==> config.mk <==
export PLATFORM = sky130hd
export DESIGN_NAME = sia_top
export DESIGN_NICKNAME = d
export VERILOG_FILES = /design/src/verilog/sia_top.v
export VERILOG_INCLUDE_DIRS = /design/src /design/src/verilog
export SDC_FILE = /design/constraint.sdc
export NUM_CORES = 1
export LEC_CHECK = 0
export BUFFER_PORTS_ARGS = -buffer_cell sky130_fd_sc_hd__buf_2
export CAP_MARGIN = 20
export CORE_AREA = 10 10 92 94
export CTS_BUF_LIST = sky130_fd_sc_hd__clkbuf_8
export CTS_CLUSTER_DIAMETER = 150
export DETAILED_ROUTE_END_ITERATION = 8
export DIE_AREA = 0 0 102 104
export PLACE_DENSITY = 0.78
export SLEW_MARGIN = 20
export SYNTH_ARGS = -nofsm -noshare
export SYNTH_HDL_FRONTEND = slang
export SYNTH_SLANG_ARGS = --single-unit
==> constraint.sdc <==
create_clock -name clock -period 2.05 [get_ports clock]
set_input_delay 0.1025 -clock clock [delete_from_list [all_inputs] [get_ports clock]]
set_output_delay 0.1025 -clock clock [all_outputs]
set_load 0.1 [all_outputs]
==> src/verilog/sia_consts.vh <==
// Register map, field layout and reset values of the interrupt aggregator
`ifndef SIA_CONSTS_VH
`define SIA_CONSTS_VH

`define SIA_ADDR_CFG 32'h44050600
`define SIA_ADDR_STAT 32'h44050604

`define SIA_CFG_RESET 32'h00000000
`define SIA_STAT_RESET 32'h00000000
`define SIA_CFG_WMASK 32'hCF0F0FFB
`define SIA_LATCH_MASK 32'h0F0F0F0A

`define SIA_BIT_PATTERN 31
`define SIA_BIT_SCHED 30
`define SIA_LSB_EEE 24
`define SIA_LSB_TSTAMP 16
`define SIA_LSB_LINK 8
`define SIA_BIT_HUB 7
`define SIA_BIT_REDUND 6
`define SIA_BIT_RING 5
`define SIA_BIT_TEST 4
`define SIA_BIT_NEWSRC 3
`define SIA_BIT_MGMT 1
`define SIA_BIT_GLOBAL 0
`define SIA_BIT_PEND 0

`endif

==> src/verilog/sia_top.v <==
// Switch interrupt aggregator with APB register access
//
// Added by the designer: the APB interface to the registers.
`include "sia_consts.vh"

module sia_top (
    input wire clock,
    input wire rstn,
    input wire psel,
    input wire penable,
    input wire pwrite,
    input wire [31:0] paddr,
    input wire [31:0] pwdata,
    output reg [31:0] prdata,
    output reg pready,
    output reg pslverr,
    input wire [3:0] energy_state,
    input wire [3:0] tx_stamp_stored,
    input wire [3:0] phy_link_status,
    input wire new_source_address_event,
    input wire mgmt_transaction_done,
    input wire pattern_interrupt_in,
    input wire scheduler_interrupt_in,
    input wire hub_interrupt_in,
    input wire redundancy_interrupt_in,
    input wire ring_interrupt_in,
    output reg host_interrupt_out,
    output reg pattern_interrupt_out,
    output reg scheduler_interrupt_out,
    output reg hub_interrupt_out,
    output reg redundancy_interrupt_out,
    output reg ring_interrupt_out
);

    function addr_hit;
        input [31:0] addr;
        input [31:0] target;
        begin
            addr_hit = (addr == target);
        end
    endfunction

    function [31:0] read_select;
        input sel_cfg;
        input sel_stat;
        input [31:0] cfg_word;
        input [31:0] stat_word;
        begin
            read_select = 32'h00000000;
            if (sel_cfg) begin
                read_select = cfg_word;
            end else if (sel_stat) begin
                read_select = stat_word;
            end
        end
    endfunction

    reg [31:0] cfg_q;
    reg [31:0] cfg_d;
    reg [31:0] latch_q;
    wire [31:0] latch_d;
    reg [3:0] energy_prev_q;
    reg [3:0] link_meta_q;
    reg [3:0] link_sync_q;
    reg [3:0] link_prev_q;
    reg [31:0] events;
    reg [31:0] status_view;
    reg [31:0] rdata_d;
    reg pending;
    wire access;
    wire commit;
    wire hit_cfg;
    wire hit_stat;

    assign hit_cfg = addr_hit(paddr, `SIA_ADDR_CFG);
    assign hit_stat = addr_hit(paddr, `SIA_ADDR_STAT);
    // First access cycle raises pready; the transfer completes one edge later
    assign access = psel & penable & ~pready;
    assign commit = psel & penable & pready;

    // Write strobes and error decode
    wire cfg_write;
    wire stat_write;
    wire unmapped;
    wire read_access;
    assign cfg_write = commit & pwrite & hit_cfg;
    assign stat_write = commit & pwrite & hit_stat;
    assign unmapped = ~(hit_cfg | hit_stat);
    assign read_access = access & ~pwrite;

    // Link level from the pins passes two flip-flops
    genvar gi;
    generate
        for (gi = 0; gi < 4; gi = gi + 1) begin : g_link
            always @(posedge clock or negedge rstn) begin
                if (!rstn) begin
                    link_meta_q[gi] <= 1'b0;
                    link_sync_q[gi] <= 1'b0;
                    link_prev_q[gi] <= 1'b0;
                end else begin
                    link_meta_q[gi] <= phy_link_status[gi];
                    link_sync_q[gi] <= link_meta_q[gi];
                    link_prev_q[gi] <= link_sync_q[gi];
                end
            end
        end
    endgenerate

    // Energy state history on the same clock
    generate
        for (gi = 0; gi < 4; gi = gi + 1) begin : g_energy
            always @(posedge clock or negedge rstn) begin
                if (!rstn) begin
                    energy_prev_q[gi] <= 1'b0;
                end else begin
                    energy_prev_q[gi] <= energy_state[gi];
                end
            end
        end
    endgenerate

    // Per-port change and capture events
    wire [3:0] energy_change;
    wire [3:0] stamp_event;
    wire [3:0] link_change;
    generate
        for (gi = 0; gi < 4; gi = gi + 1) begin : g_port_evt
            assign energy_change[gi] = energy_state[gi] ^ energy_prev_q[gi];
            assign stamp_event[gi] = tx_stamp_stored[gi];
            assign link_change[gi] = link_sync_q[gi] ^ link_prev_q[gi];
        end
    endgenerate


    // Event vector aligned to the status bit layout
    always @* begin
        events = 32'h00000000;
        events[`SIA_LSB_EEE +: 4] = energy_change;
        events[`SIA_LSB_TSTAMP +: 4] = stamp_event;
        events[`SIA_LSB_LINK +: 4] = link_change;
        events[`SIA_BIT_NEWSRC] = new_source_address_event;
        events[`SIA_BIT_MGMT] = mgmt_transaction_done;
    end

    // Latches: write one clears, a new event wins
    wire [31:0] clear_mask;
    genvar bi;
    assign clear_mask = stat_write ? (pwdata & `SIA_LATCH_MASK) : 32'h00000000;
    generate
        for (bi = 0; bi < 32; bi = bi + 1) begin : g_latch
            if (((`SIA_LATCH_MASK >> bi) & 32'h00000001) != 32'h00000000) begin : g_used
                assign latch_d[bi] = (latch_q[bi] & ~clear_mask[bi]) | events[bi];
            end else begin : g_unused
                assign latch_d[bi] = 1'b0;
            end
        end
    endgenerate

    // Latches that are both set and enabled
    wire [31:0] latch_armed;
    assign latch_armed = latch_q & cfg_q & `SIA_LATCH_MASK;

    always @* begin
        cfg_d = cfg_q;
        if (cfg_write) begin
            cfg_d = pwdata & `SIA_CFG_WMASK;
        end
    end

    // Live sources gated by their forward enables
    wire [4:0] live_in;
    wire [4:0] live_en;
    wire [4:0] live_fwd;
    assign live_in[4] = pattern_interrupt_in;
    assign live_in[3] = scheduler_interrupt_in;
    assign live_in[2] = hub_interrupt_in;
    assign live_in[1] = redundancy_interrupt_in;
    assign live_in[0] = ring_interrupt_in;
    assign live_en[4] = cfg_q[`SIA_BIT_PATTERN];
    assign live_en[3] = cfg_q[`SIA_BIT_SCHED];
    assign live_en[2] = cfg_q[`SIA_BIT_HUB];
    assign live_en[1] = cfg_q[`SIA_BIT_REDUND];
    assign live_en[0] = cfg_q[`SIA_BIT_RING];
    generate
        for (gi = 0; gi < 5; gi = gi + 1) begin : g_fwd
            assign live_fwd[gi] = live_in[gi] & live_en[gi];
        end
    endgenerate

    // Summary of every enabled and pending source
    always @* begin
        pending = |latch_armed;
        if (cfg_q[`SIA_BIT_TEST]) begin
            pending = 1'b1;
        end
        if (live_fwd[4]) begin
            pending = 1'b1;
        end
        if (live_fwd[3]) begin
            pending = 1'b1;
        end
        if (live_fwd[2]) begin
            pending = 1'b1;
        end
        if (live_fwd[1]) begin
            pending = 1'b1;
        end
        if (live_fwd[0]) begin
            pending = 1'b1;
        end
    end

    // Next level of the host line
    wire host_next;
    assign host_next = cfg_q[`SIA_BIT_GLOBAL] & pending;

    // Status read view; live bits are copies and cannot be written
    always @* begin
        status_view = latch_q & `SIA_LATCH_MASK;
        status_view[`SIA_BIT_PATTERN] = pattern_interrupt_in;
        status_view[`SIA_BIT_SCHED] = scheduler_interrupt_in;
        status_view[`SIA_BIT_HUB] = hub_interrupt_in;
        status_view[`SIA_BIT_REDUND] = redundancy_interrupt_in;
        status_view[`SIA_BIT_RING] = ring_interrupt_in;
        status_view[`SIA_BIT_TEST] = cfg_q[`SIA_BIT_TEST];
        status_view[`SIA_BIT_PEND] = pending;
    end

    always @* begin
        rdata_d = read_select(hit_cfg, hit_stat, cfg_q, status_view);
    end

    // Enable register
    always @(posedge clock or negedge rstn) begin
        if (!rstn) begin
            cfg_q <= `SIA_CFG_RESET;
        end else begin
            cfg_q <= cfg_d;
        end
    end

    // Event latches
    always @(posedge clock or negedge rstn) begin
        if (!rstn) begin
            latch_q <= `SIA_STAT_RESET;
        end else begin
            latch_q <= latch_d;
        end
    end

    // One wait state, then the answer
    always @(posedge clock or negedge rstn) begin
        if (!rstn) begin
            pready <= 1'b0;
        end else begin
            pready <= access;
        end
    end

    // Unmapped address flags an error with pready
    always @(posedge clock or negedge rstn) begin
        if (!rstn) begin
            pslverr <= 1'b0;
        end else begin
            if (access) begin
                pslverr <= unmapped;
            end else begin
                pslverr <= 1'b0;
            end
        end
    end

    // Read data stands only with pready
    always @(posedge clock or negedge rstn) begin
        if (!rstn) begin
            prdata <= 32'h00000000;
        end else begin
            if (read_access) begin
                prdata <= rdata_d;
            end else begin
                prdata <= 32'h00000000;
            end
        end
    end

    // Host line
    always @(posedge clock or negedge rstn) begin
        if (!rstn) begin
            host_interrupt_out <= 1'b0;
        end else begin
            host_interrupt_out <= host_next;
        end
    end

    // Dedicated pattern output
    always @(posedge clock or negedge rstn) begin
        if (!rstn) begin
            pattern_interrupt_out <= 1'b0;
        end else begin
            pattern_interrupt_out <= pattern_interrupt_in;
        end
    end

    // Dedicated scheduler output
    always @(posedge clock or negedge rstn) begin
        if (!rstn) begin
            scheduler_interrupt_out <= 1'b0;
        end else begin
            scheduler_interrupt_out <= scheduler_interrupt_in;
        end
    end

    // Dedicated hub output
    always @(posedge clock or negedge rstn) begin
        if (!rstn) begin
            hub_interrupt_out <= 1'b0;
        end else begin
            hub_interrupt_out <= hub_interrupt_in;
        end
    end

    // Dedicated redundancy output
    always @(posedge clock or negedge rstn) begin
        if (!rstn) begin
            redundancy_interrupt_out <= 1'b0;
        end else begin
            redundancy_interrupt_out <= redundancy_interrupt_in;
        end
    end

    // Dedicated ring output
    always @(posedge clock or negedge rstn) begin
        if (!rstn) begin
            ring_interrupt_out <= 1'b0;
        end else begin
            ring_interrupt_out <= ring_interrupt_in;
        end
    end

endmodule

# Yosys cells after proc, flatten, opt, wreduce, memory -nomap -nowiden
# Index checks and enable logic that the tools add are counted.
# totals
reg_bits,91
in_bits,88
out_inout_bits,40
word_cells,109
# op_classes
n_eq_ne,2
n_mux,11
bitwise,68
reduce_logical,1
# ops
op,count
$mux W32,3
$eq A32 B31 Y1 const B,2
$and A28 B28 Y28,1
$mux W28,1
$and A1 B1 Y1,27
$not A1 Y1,17
$or A1 B1 Y1,15
$reduce_or A14 Y1,1
$xor A1 B1 Y1,8
$mux W1,7

# Longest topological paths before layout
# Gate-level depths: netlist of run 1.
# logic_depth
word_depth,11
ltp_mapped,6
mapped_depth_nobuf,4

# Least setup slack after synthesis of run 1
# No wires, ideal clock.
# synth_timing
path_kind,reg2reg
start,register pready
end,register cfg_q[10]
setup_time_ns,0.127
t_arrival_ns,2.177
t_required_ns,1.923
setup_slack_ns,-0.255
stages_incl_launch_ff,6
path_buffers,2
period_less_slack_ns,2.305
path_cell_list,dfrtp_1 -> and4_1 -> clkbuf_1 -> nor4b_4 -> buf_6 -> mux2_1
# synth_between
elab_chain_cells,3
# synth_rtl
item,line,rtl
"start, declared",sia_top.v:15,"output reg pready,"
"start signal, assigned",sia_top.v:256,pready <= access;
$and A1 B1 Y1,sia_top.v:79,assign commit = psel & penable & pready;
$and A1 B1 Y1 (2 in series),sia_top.v:86,assign cfg_write = commit & pwrite & hit_cfg;
"end signal, assigned",sia_top.v:236,cfg_q <= `SIA_CFG_RESET;
"end signal, assigned",sia_top.v:238,cfg_q <= cfg_d;
"end, declared",sia_top.v:58,reg [31:0] cfg_q;
# Every way passes these cells.
# A chain may end at the register's enable or synchronous reset.

# Worst setup path after layout of run 1
# layout_timing
start,input port penable
end,register cfg_q[1]
# layout_between
elab_chain_cells,4
# layout_rtl
item,line,rtl
"start, declared",sia_top.v:10,"input wire penable,"
$and A1 B1 Y1 (2 in series),sia_top.v:79,
$and A1 B1 Y1 (2 in series),sia_top.v:86,
# Every way passes these cells.

==> parameters.txt, run 1 <==
Parameter                              Value

Layout
  Count of fill cells added during filler insertion ... 520
  Sequential standard cell area ... 2000 sq um
  Top library cells by usage in the layout, fill and taps aside ... sky130_fd_sc_hd__buf_2 (104), sky130_fd_sc_hd__dfrtp_1 (79), sky130_fd_sc_hd__dlygate4sd3_1 (39)
  Layout Area Growth over Synthesis ... 36.5%
  Fraction of final layout cells sized beyond drive strength 1 ... 34.1%
  Final-stage net count ... 488
  Area used by multi-input combinational logic ... 1160 sq um
  Diode insertion count for antenna repair ... 0
  Most common library cell in the layout ignoring fill and taps ... sky130_fd_sc_hd__buf_2

Critical path
  CP max-delay cell ... sky130_fd_sc_hd__dlygate4sd3_1
  Kind of end point of the critical path ... flop
  Data required time of the worst path ... 2.27 ns
  Worst-path fanout max ... 21
  Setup Crit Path Kind ... input pin to flop
  Top cell family by delay on the critical path ... buffers and inverters
  Total buffers and inverters traversed by the critical path ... 3
  Longest individual stage delay on the worst path ... 0.53 ns
  Element type at the critical path start ... input pin
  Arrival time of data at the critical path endpoint ... 1.75 ns
  Register-to-register setup slack ... 0.53 ns
  Ordered cell list for the critical path ... dlygate4sd3_1, buf_2, and4_1, nor4b_4, buf_12, mux2_1

Power
  Leak pwr ... 0.00222 uW
  Largest vdd supply drop ... 0.487 mV
  PD cells ... 709 nW/um^2

STA
  Relative slew slack ... 59.2%
  Final Max Slew Viols ... 0
  Highest clock rate ... 653 MHz
  Post-route clock period utilization ... 74.8%
  Setup repair after global routing missed its margin ... no
  Final number of hold-violating endpoints ... 0
  Largest clock skew in the final design ... 0.00656 ns
  Min Tclk post-route ... 1.53 ns
  Total Negative Setup Slacks ... 0 ns
  Setup Viol. Count Final ... 0
  Final Worst Setup Slack ... 0.518 ns
  Measured slew at the worst slew-check pin ... 0.612 ns

Clock network
  Sink Count ... 80
  CTS clk-pin slew, worst paths ... 0.08 ns
  Maximum buffer depth of the clock tree ... 2
  Buffer type at the clock tree root ... sky130_fd_sc_hd__clkbuf_8
  Depth of the CTS H-tree ... 3
  Setup Fix Bufs, Post-CTS ... 0
  TritonCTS clock tree ... built
  Clock latency on the worst-skew pair ... 0.34 ns
  Total CTS buffers ... 9

Placement
  GPL Wtd Cong ... 0.774
  Half-perimeter wire length after detailed placement ... 5650 um
  Count of buffers inserted at the top-level ports ... 105
  Minimum setup slack after placement ... 0.279 ns

GRT
  Combined global-route utilization of all metal layers ... 15.6%
  Maximum number of pins on one net before global-route repair ... 47
  Number of antenna violations at the first check in global routing ... 0
  Number of global-route vias before repair ... 2730
  Global-route wire length before repair ... 13200 um
  Leftover overflow at the end of global routing ... 0

Routing
  Number of detailed-route iterations in the first pass ... 4
  Residual DRC ... 0
  Vias ... 2424
  Detailed-route wire length ... 8110 um
  Routed vias/inst ... 5.00
  Routed len/inst ... 16.7 um
  Post-detailed-route count of antenna-violating nets ... 0
  Detailed router's first-iteration violation count ... 113

Floorplanning
  Chip width ... 102 um
  Ports placed on the boundary ... 128
  Die Ht ... 104 um
  Floorplan row count ... 30
  Core Footprint ... 6680 sq um
  Initial Util ... 49.1%
  DIE AREA ... 10600 sq um

Yosys
  Library cell occupying the most area in the post-synthesis netlist ... sky130_fd_sc_hd__dfrtp_1
  Register bit count reported by yosys ... 80
  Netlist area before placement ... 3280 sq um
  Asr flop ratio synth ... 100%
  Number of distinct library cells after synthesis ... 31
  Post-synth top area share ... 61.1%
  Number of flops mapped to enable cells by yosys ... 0
  Post-synthesis sequential area ratio ... 61.1%
  Synth Flop Type ... sky130_fd_sc_hd__dfrtp_1
  Leading cell types by total area after synthesis ... sky130_fd_sc_hd__dfrtp_1 (61%), sky130_fd_sc_hd__mux2_1 (6.9%), sky130_fd_sc_hd__mux2i_1 (5.8%)
  Number of standard cells after synthesis ... 251
  Yosys warning total ... 0
  Avg Synthesized Cell Area ... 13.1 sq um

Status
  Outcome ... completed

Min path
  Type of the worst min-delay path ... input pin to flop

Run
  Max Cap Violations ... 0
==> cell usage after synthesis, drive strengths merged (3+ instances only) <==
cell,count
and4,3
nor4,4
o31ai,14
nand2b,6
buf,15
nand4,3
mux2,21
a22oi,9
clkbuf,8
xnor2,8
nor4b,4
dfrtp,80
nor2,22
nand2,12
nand3,14
mux2i,19
==> worst reg2reg max path, stage by stage (launching register included) <==
cell and delay, ns:
sky130_fd_sc_hd__dfrtp_2 0.37, sky130_fd_sc_hd__and4_1 0.21, sky130_fd_sc_hd__nor4b_4 0.25, sky130_fd_sc_hd__buf_12 0.22, sky130_fd_sc_hd__mux2_1 0.36
==> power by group <==
part	switching, uW	total [uW]	leakage [uW]	internal [uW]
clock	545	1170	0.000107	627
combinational	249	393	0.00112	144
sequential	9.25	1610	0.000993	1600
total	803	3170	0.00222	2370
==> cells by family (layout without fill, tap and decap cells) <==
logic type                after synthesis  in the layout  share of synthesized area [%]
xor gates and xnor gates                8              8                           2.14
buffers and inverters                  24            168                           4.54
and+or+nand+nor                        72             72                           13.2
other                                   1             11                          0.114
DFF                                    80             80                           61.1
muxes                                  40             40                           13.0
AOI/OAI and AO/OA                      26             26                           5.88
==> flip-flops by register name (all words and copies together) (netlist names) <==
signal	flops
prdata	21
ring_interrupt_out	1
scheduler_interrupt_out	1
link_meta_q	4
pattern_interrupt_out	1
hub_interrupt_out	1
link_prev_q	4
redundancy_interrupt_out	1
pready	1
cfg_q	21
link_sync_q	4
pslverr	1
energy_prev_q	4
host_interrupt_out	1
latch_q	14
==> repair_timing <==
action | CTS | global route
hold buffers | 39 | 0
hold endpoints to repair | 87 | 0
gates resized for setup | 0 | 0
==> worst paths after layout <==
check / end / startpoint / depth (start not counted)
setup / recovery: cfg_q[1]$_DFFE_PN0P_ / penable / 6
hold / removal: cfg_q[27]$_DFFE_PN0P_ / pwdata[27] / 2
setup reg to reg: cfg_q[1]$_DFFE_PN0P_ / pready$_DFF_PN0_ / 4
hold reg to reg: link_sync_q[3]$_DFF_PN0_ / link_meta_q[3]$_DFF_PN0_ / 0
max in group asynchronous: cfg_q[18]$_DFFE_PN0P_ / rstn / 3
min in group asynchronous: link_meta_q[0]$_DFF_PN0_ / rstn / 2
==> area by class of cell <==
class | instances | share of cell area, %
Sequential cell | 80 | 44.8
Multi-Input combinational cell | 157 | 26.0
Timing Repair Buffer | 151 | 22.3
Clock buffer | 11 | 3.38
Tap cell | 80 | 2.24
Clock inverter | 5 | 1.23
Inverter | 1 | 0.0839
==> layer usage <==
layer	vias to the layer above	part of all wire (%)	track usage, %
li1	1168	-	-
met1	1182	40	16.9
met2	60	53	27.9
met3	14	4.6	4.58
met4	0	2.0	5.44
met5	-	0	0
==> stage by stage <==
step	hold slack, ns	cells	cell area, sq um	power (uW)	util, %
finish	0.0146	485	4470	3170	67.0
global route	0.00818	485	4470	3290	67.0
CTS	0.000857	485	4470	3210	67.0
detailed placement	0.150	430	3880	1970	58.0
global placement	0.142	430	3880	1970	58.0
floorplan	-0.193	261	3320	1860	-
Note: power is estimated with default switching activity, not from simulation.
==> run 2, diff against run 1 <==
==> constraint.sdc (replaced) <==
create_clock -name clock -period 1.6 [get_ports clock]
set_input_delay 0.08 -clock clock [delete_from_list [all_inputs] [get_ports clock]]
set_output_delay 0.08 -clock clock [all_outputs]
set_load 0.1 [all_outputs]
==> parameters.txt, run 2 (synthesis gave the netlist of run 1 again) <==
Parameter                              Value

GRT
  Number of global-route vias before repair ... 2755 (+0.92%)
  Combined global-route utilization of all metal layers ... 15.8% (+0.13 points)
  Maximum number of pins on one net before global-route repair ... 36 (-23%)
  Leftover overflow at the end of global routing ... 0 (unchanged)
  Global-route wire length before repair ... 13300 um (+1.3%)
  Number of antenna violations at the first check in global routing ... 0 (unchanged)

Power
  Internal portion of total power ... 2980 uW (+26%)
  Portion of total power attributed to the clock network ... 35.5% (-1.4 points)
  Sequential share of power ... 51.7% (+1.0 points)
  Largest vdd supply drop ... 0.636 mV (+31%)
  NetSw ... 1010 uW (+25%)
  Overall power ... 3990 uW (+26%)
  Leak pwr ... 0.00224 uW (+1.1%)
  Fraction of power spent switching nets ... 25.2% (-0.073 points)
  Combinational share of power ... 12.8% (+0.4 points)
  PD cells ... 883 nW/um^2 (+24%)

Floorplanning
  Die Ht ... 104 um (unchanged)
  Floorplan row count ... 30 (unchanged)
  Ports placed on the boundary ... 128 (unchanged)
  Initial Util ... 49.1% (unchanged)
  DIE AREA ... 10600 sq um (unchanged)
  Core Footprint ... 6680 sq um (unchanged)
  Chip width ... 102 um (unchanged)

Layout
  Final-stage net count ... 496 (+1.6%)
  Diode insertion count for antenna repair ... 0 (unchanged)
  Layout Area Growth over Synthesis ... 37.9%
  Most common library cell in the layout ignoring fill and taps ... sky130_fd_sc_hd__buf_2
  Final design utilization ... 67.6% (+0.67 points)
  Top library cells by usage in the layout, fill and taps aside ... sky130_fd_sc_hd__buf_2 (104), sky130_fd_sc_hd__dfrtp_1 (79), sky130_fd_sc_hd__dlygate4sd3_1 (43)
  Non-filler cells, final ... 492 (+1.4%)
  Leading registers by flop count ... cfg_q x21, prdata x21, latch_q x14
  Fraction of final layout cells sized beyond drive strength 1 ... 34.2% (+0.15 points)

Routing
  Residual DRC ... 0 (unchanged)
  Routed vias/inst ... 5.02 (+0.45%)
  Detailed-route wire length ... 8090 um (-0.31%)
  Routed len/inst ... 16.4 um (-1.7%)
  Number of detailed-route iterations in the first pass ... 4 (unchanged)
  Post-detailed-route count of antenna-violating nets ... 0 (unchanged)
  Vias ... 2470 (+1.9%)
  Detailed router's first-iteration violation count ... 61 (-46%)

Placement
  Number of cells in the design after placement ... 434 (+0.93%)
  Count of buffers inserted at the top-level ports ... 105 (unchanged)
  Minimum setup slack after placement ... -0.174 ns (-0.452 ns)
  GPL Wtd Cong ... 0.772 (-0.36%)
  Half-perimeter wire length after detailed placement ... 5840 um (+3.5%)

Critical path
  Endpoint of the most critical setup path ... cfg_q[26]$_DFFE_PN0P_
  Data required time of the worst path ... 1.82 ns (-0.45 ns)
  Launch instance of the worst register-to-register path ... pready$_DFF_PN0_
  Setup Crit Path Kind ... flop to flop
  Worst-path fanout max ... 21 (unchanged)
  Register-to-register setup slack ... 0.06 ns (-0.47 ns)
  CP startpoint ... pready$_DFF_PN0_
  Number of cell instances on the worst register-to-register path ... 4 (unchanged)
  Arrival time of data at the critical path endpoint ... 1.77 ns (+0.02 ns)
  Element type at the critical path start ... flop
  Reg-to-reg endpoint ... cfg_q[26]$_DFFE_PN0P_
  Kind of end point of the critical path ... flop

Clock network
  TritonCTS clock tree ... built
  Clock latency on the worst-skew pair ... 0.34 ns (about the same)
  Sink Count ... 80 (unchanged)
  CTS clk-pin slew, worst paths ... 0.07 ns (about the same)
  Maximum buffer depth of the clock tree ... 2 (unchanged)
  Depth of the CTS H-tree ... 3 (unchanged)
  Total CTS buffers ... 9 (unchanged)
  Buffer type at the clock tree root ... sky130_fd_sc_hd__clkbuf_8

STA
  Final Worst Setup Slack ... 0.0574 ns (-0.460 ns)
  Setup repair after global routing missed its margin ... yes
  Final number of hold-violating endpoints ... 0 (unchanged)
  Min Tclk post-route ... 1.54 ns
  Post-route clock period utilization ... 96.4%
  Setup Viol. Count Final ... 0 (unchanged)
  Largest clock skew in the final design ... 0.00748 ns (+0.000921 ns)
  Final Max Slew Viols ... 0 (unchanged)
  Worst Hold Margin ... 0.113 ns (+0.0982 ns)
  Highest clock rate ... 648 MHz

Min path
  Type of the worst min-delay path ... input pin to flop

Status
  Outcome ... completed

Run
  Max Cap Violations ... 0 (unchanged)
## run 2: power by group through the flow
stage	Sequential, uW	Clock, uW	Combinational [uW]
after floorplan	2170	0	208
after global placement	2100	0	426
after detailed placement	2100	0	431
after CTS	2060	1440	514
after global routing	2070	1540	548
final	2060	1420	511
## run 2: layer usage
metal	track usage (%)	share of wire [%]
met5	0	0
met4	5.54	1.1
met3	4.58	5.3
met2	28.0	54
met1	17.1	40
## run 2: critical path, stage by stage, from the launching register on
cell and delay [ns]:
sky130_fd_sc_hd__dfrtp_4 0.41, sky130_fd_sc_hd__and4_1 0.19, sky130_fd_sc_hd__nor4b_4 0.25, sky130_fd_sc_hd__buf_12 0.22, sky130_fd_sc_hd__mux2_1 0.34
## run 2: worst min path at each step
stage	cells past startpoint	from	endpoint	slack, ns
6_report	4	psel	pslverr$_DFF_PN0_	0.11
3_5_place_dp	1	rstn	link_meta_q[0]$_DFF_PN0_	0.04
5_1_grt	4	psel	pslverr$_DFF_PN0_	0.12
2_1_floorplan	0	rstn	cfg_q[0]$_DFFE_PN0P_	-0.22
3_3_place_gp	1	rstn	link_meta_q[0]$_DFF_PN0_	0.04
4_1_cts	4	psel	pslverr$_DFF_PN0_	0.09
## run 2: cell type report
cell class	count	area (sq um)
tap	80	100
inverter	1	3.75
clock buffer	10	138
fill	509	2160
sequential	80	2010
clock inverter	5	50.0
multi-input combinational	157	1170
timing repair buffer	159	1050
## run 2: timing repair
item                                    4_1_cts  5_1_grt
endpoints found under the setup margin        0       10
gates resized for setup                       0        1
hold buffers                                 43        0
hold endpoints to repair                     74        0
buffers inserted                              0        0
## run 2: stage by stage
| stage | instance area, sq um | setup TNS [ns] |
|---|---|---|
| after floorplan | 3320 | -6.38 |
| after global placement | 3900 | -1.73 |
| after detailed placement | 3900 | -3.31 |
| after CTS | 4520 | 0 |
| after global routing | 4520 | -0.0656 |
| final | 4520 | 0 |
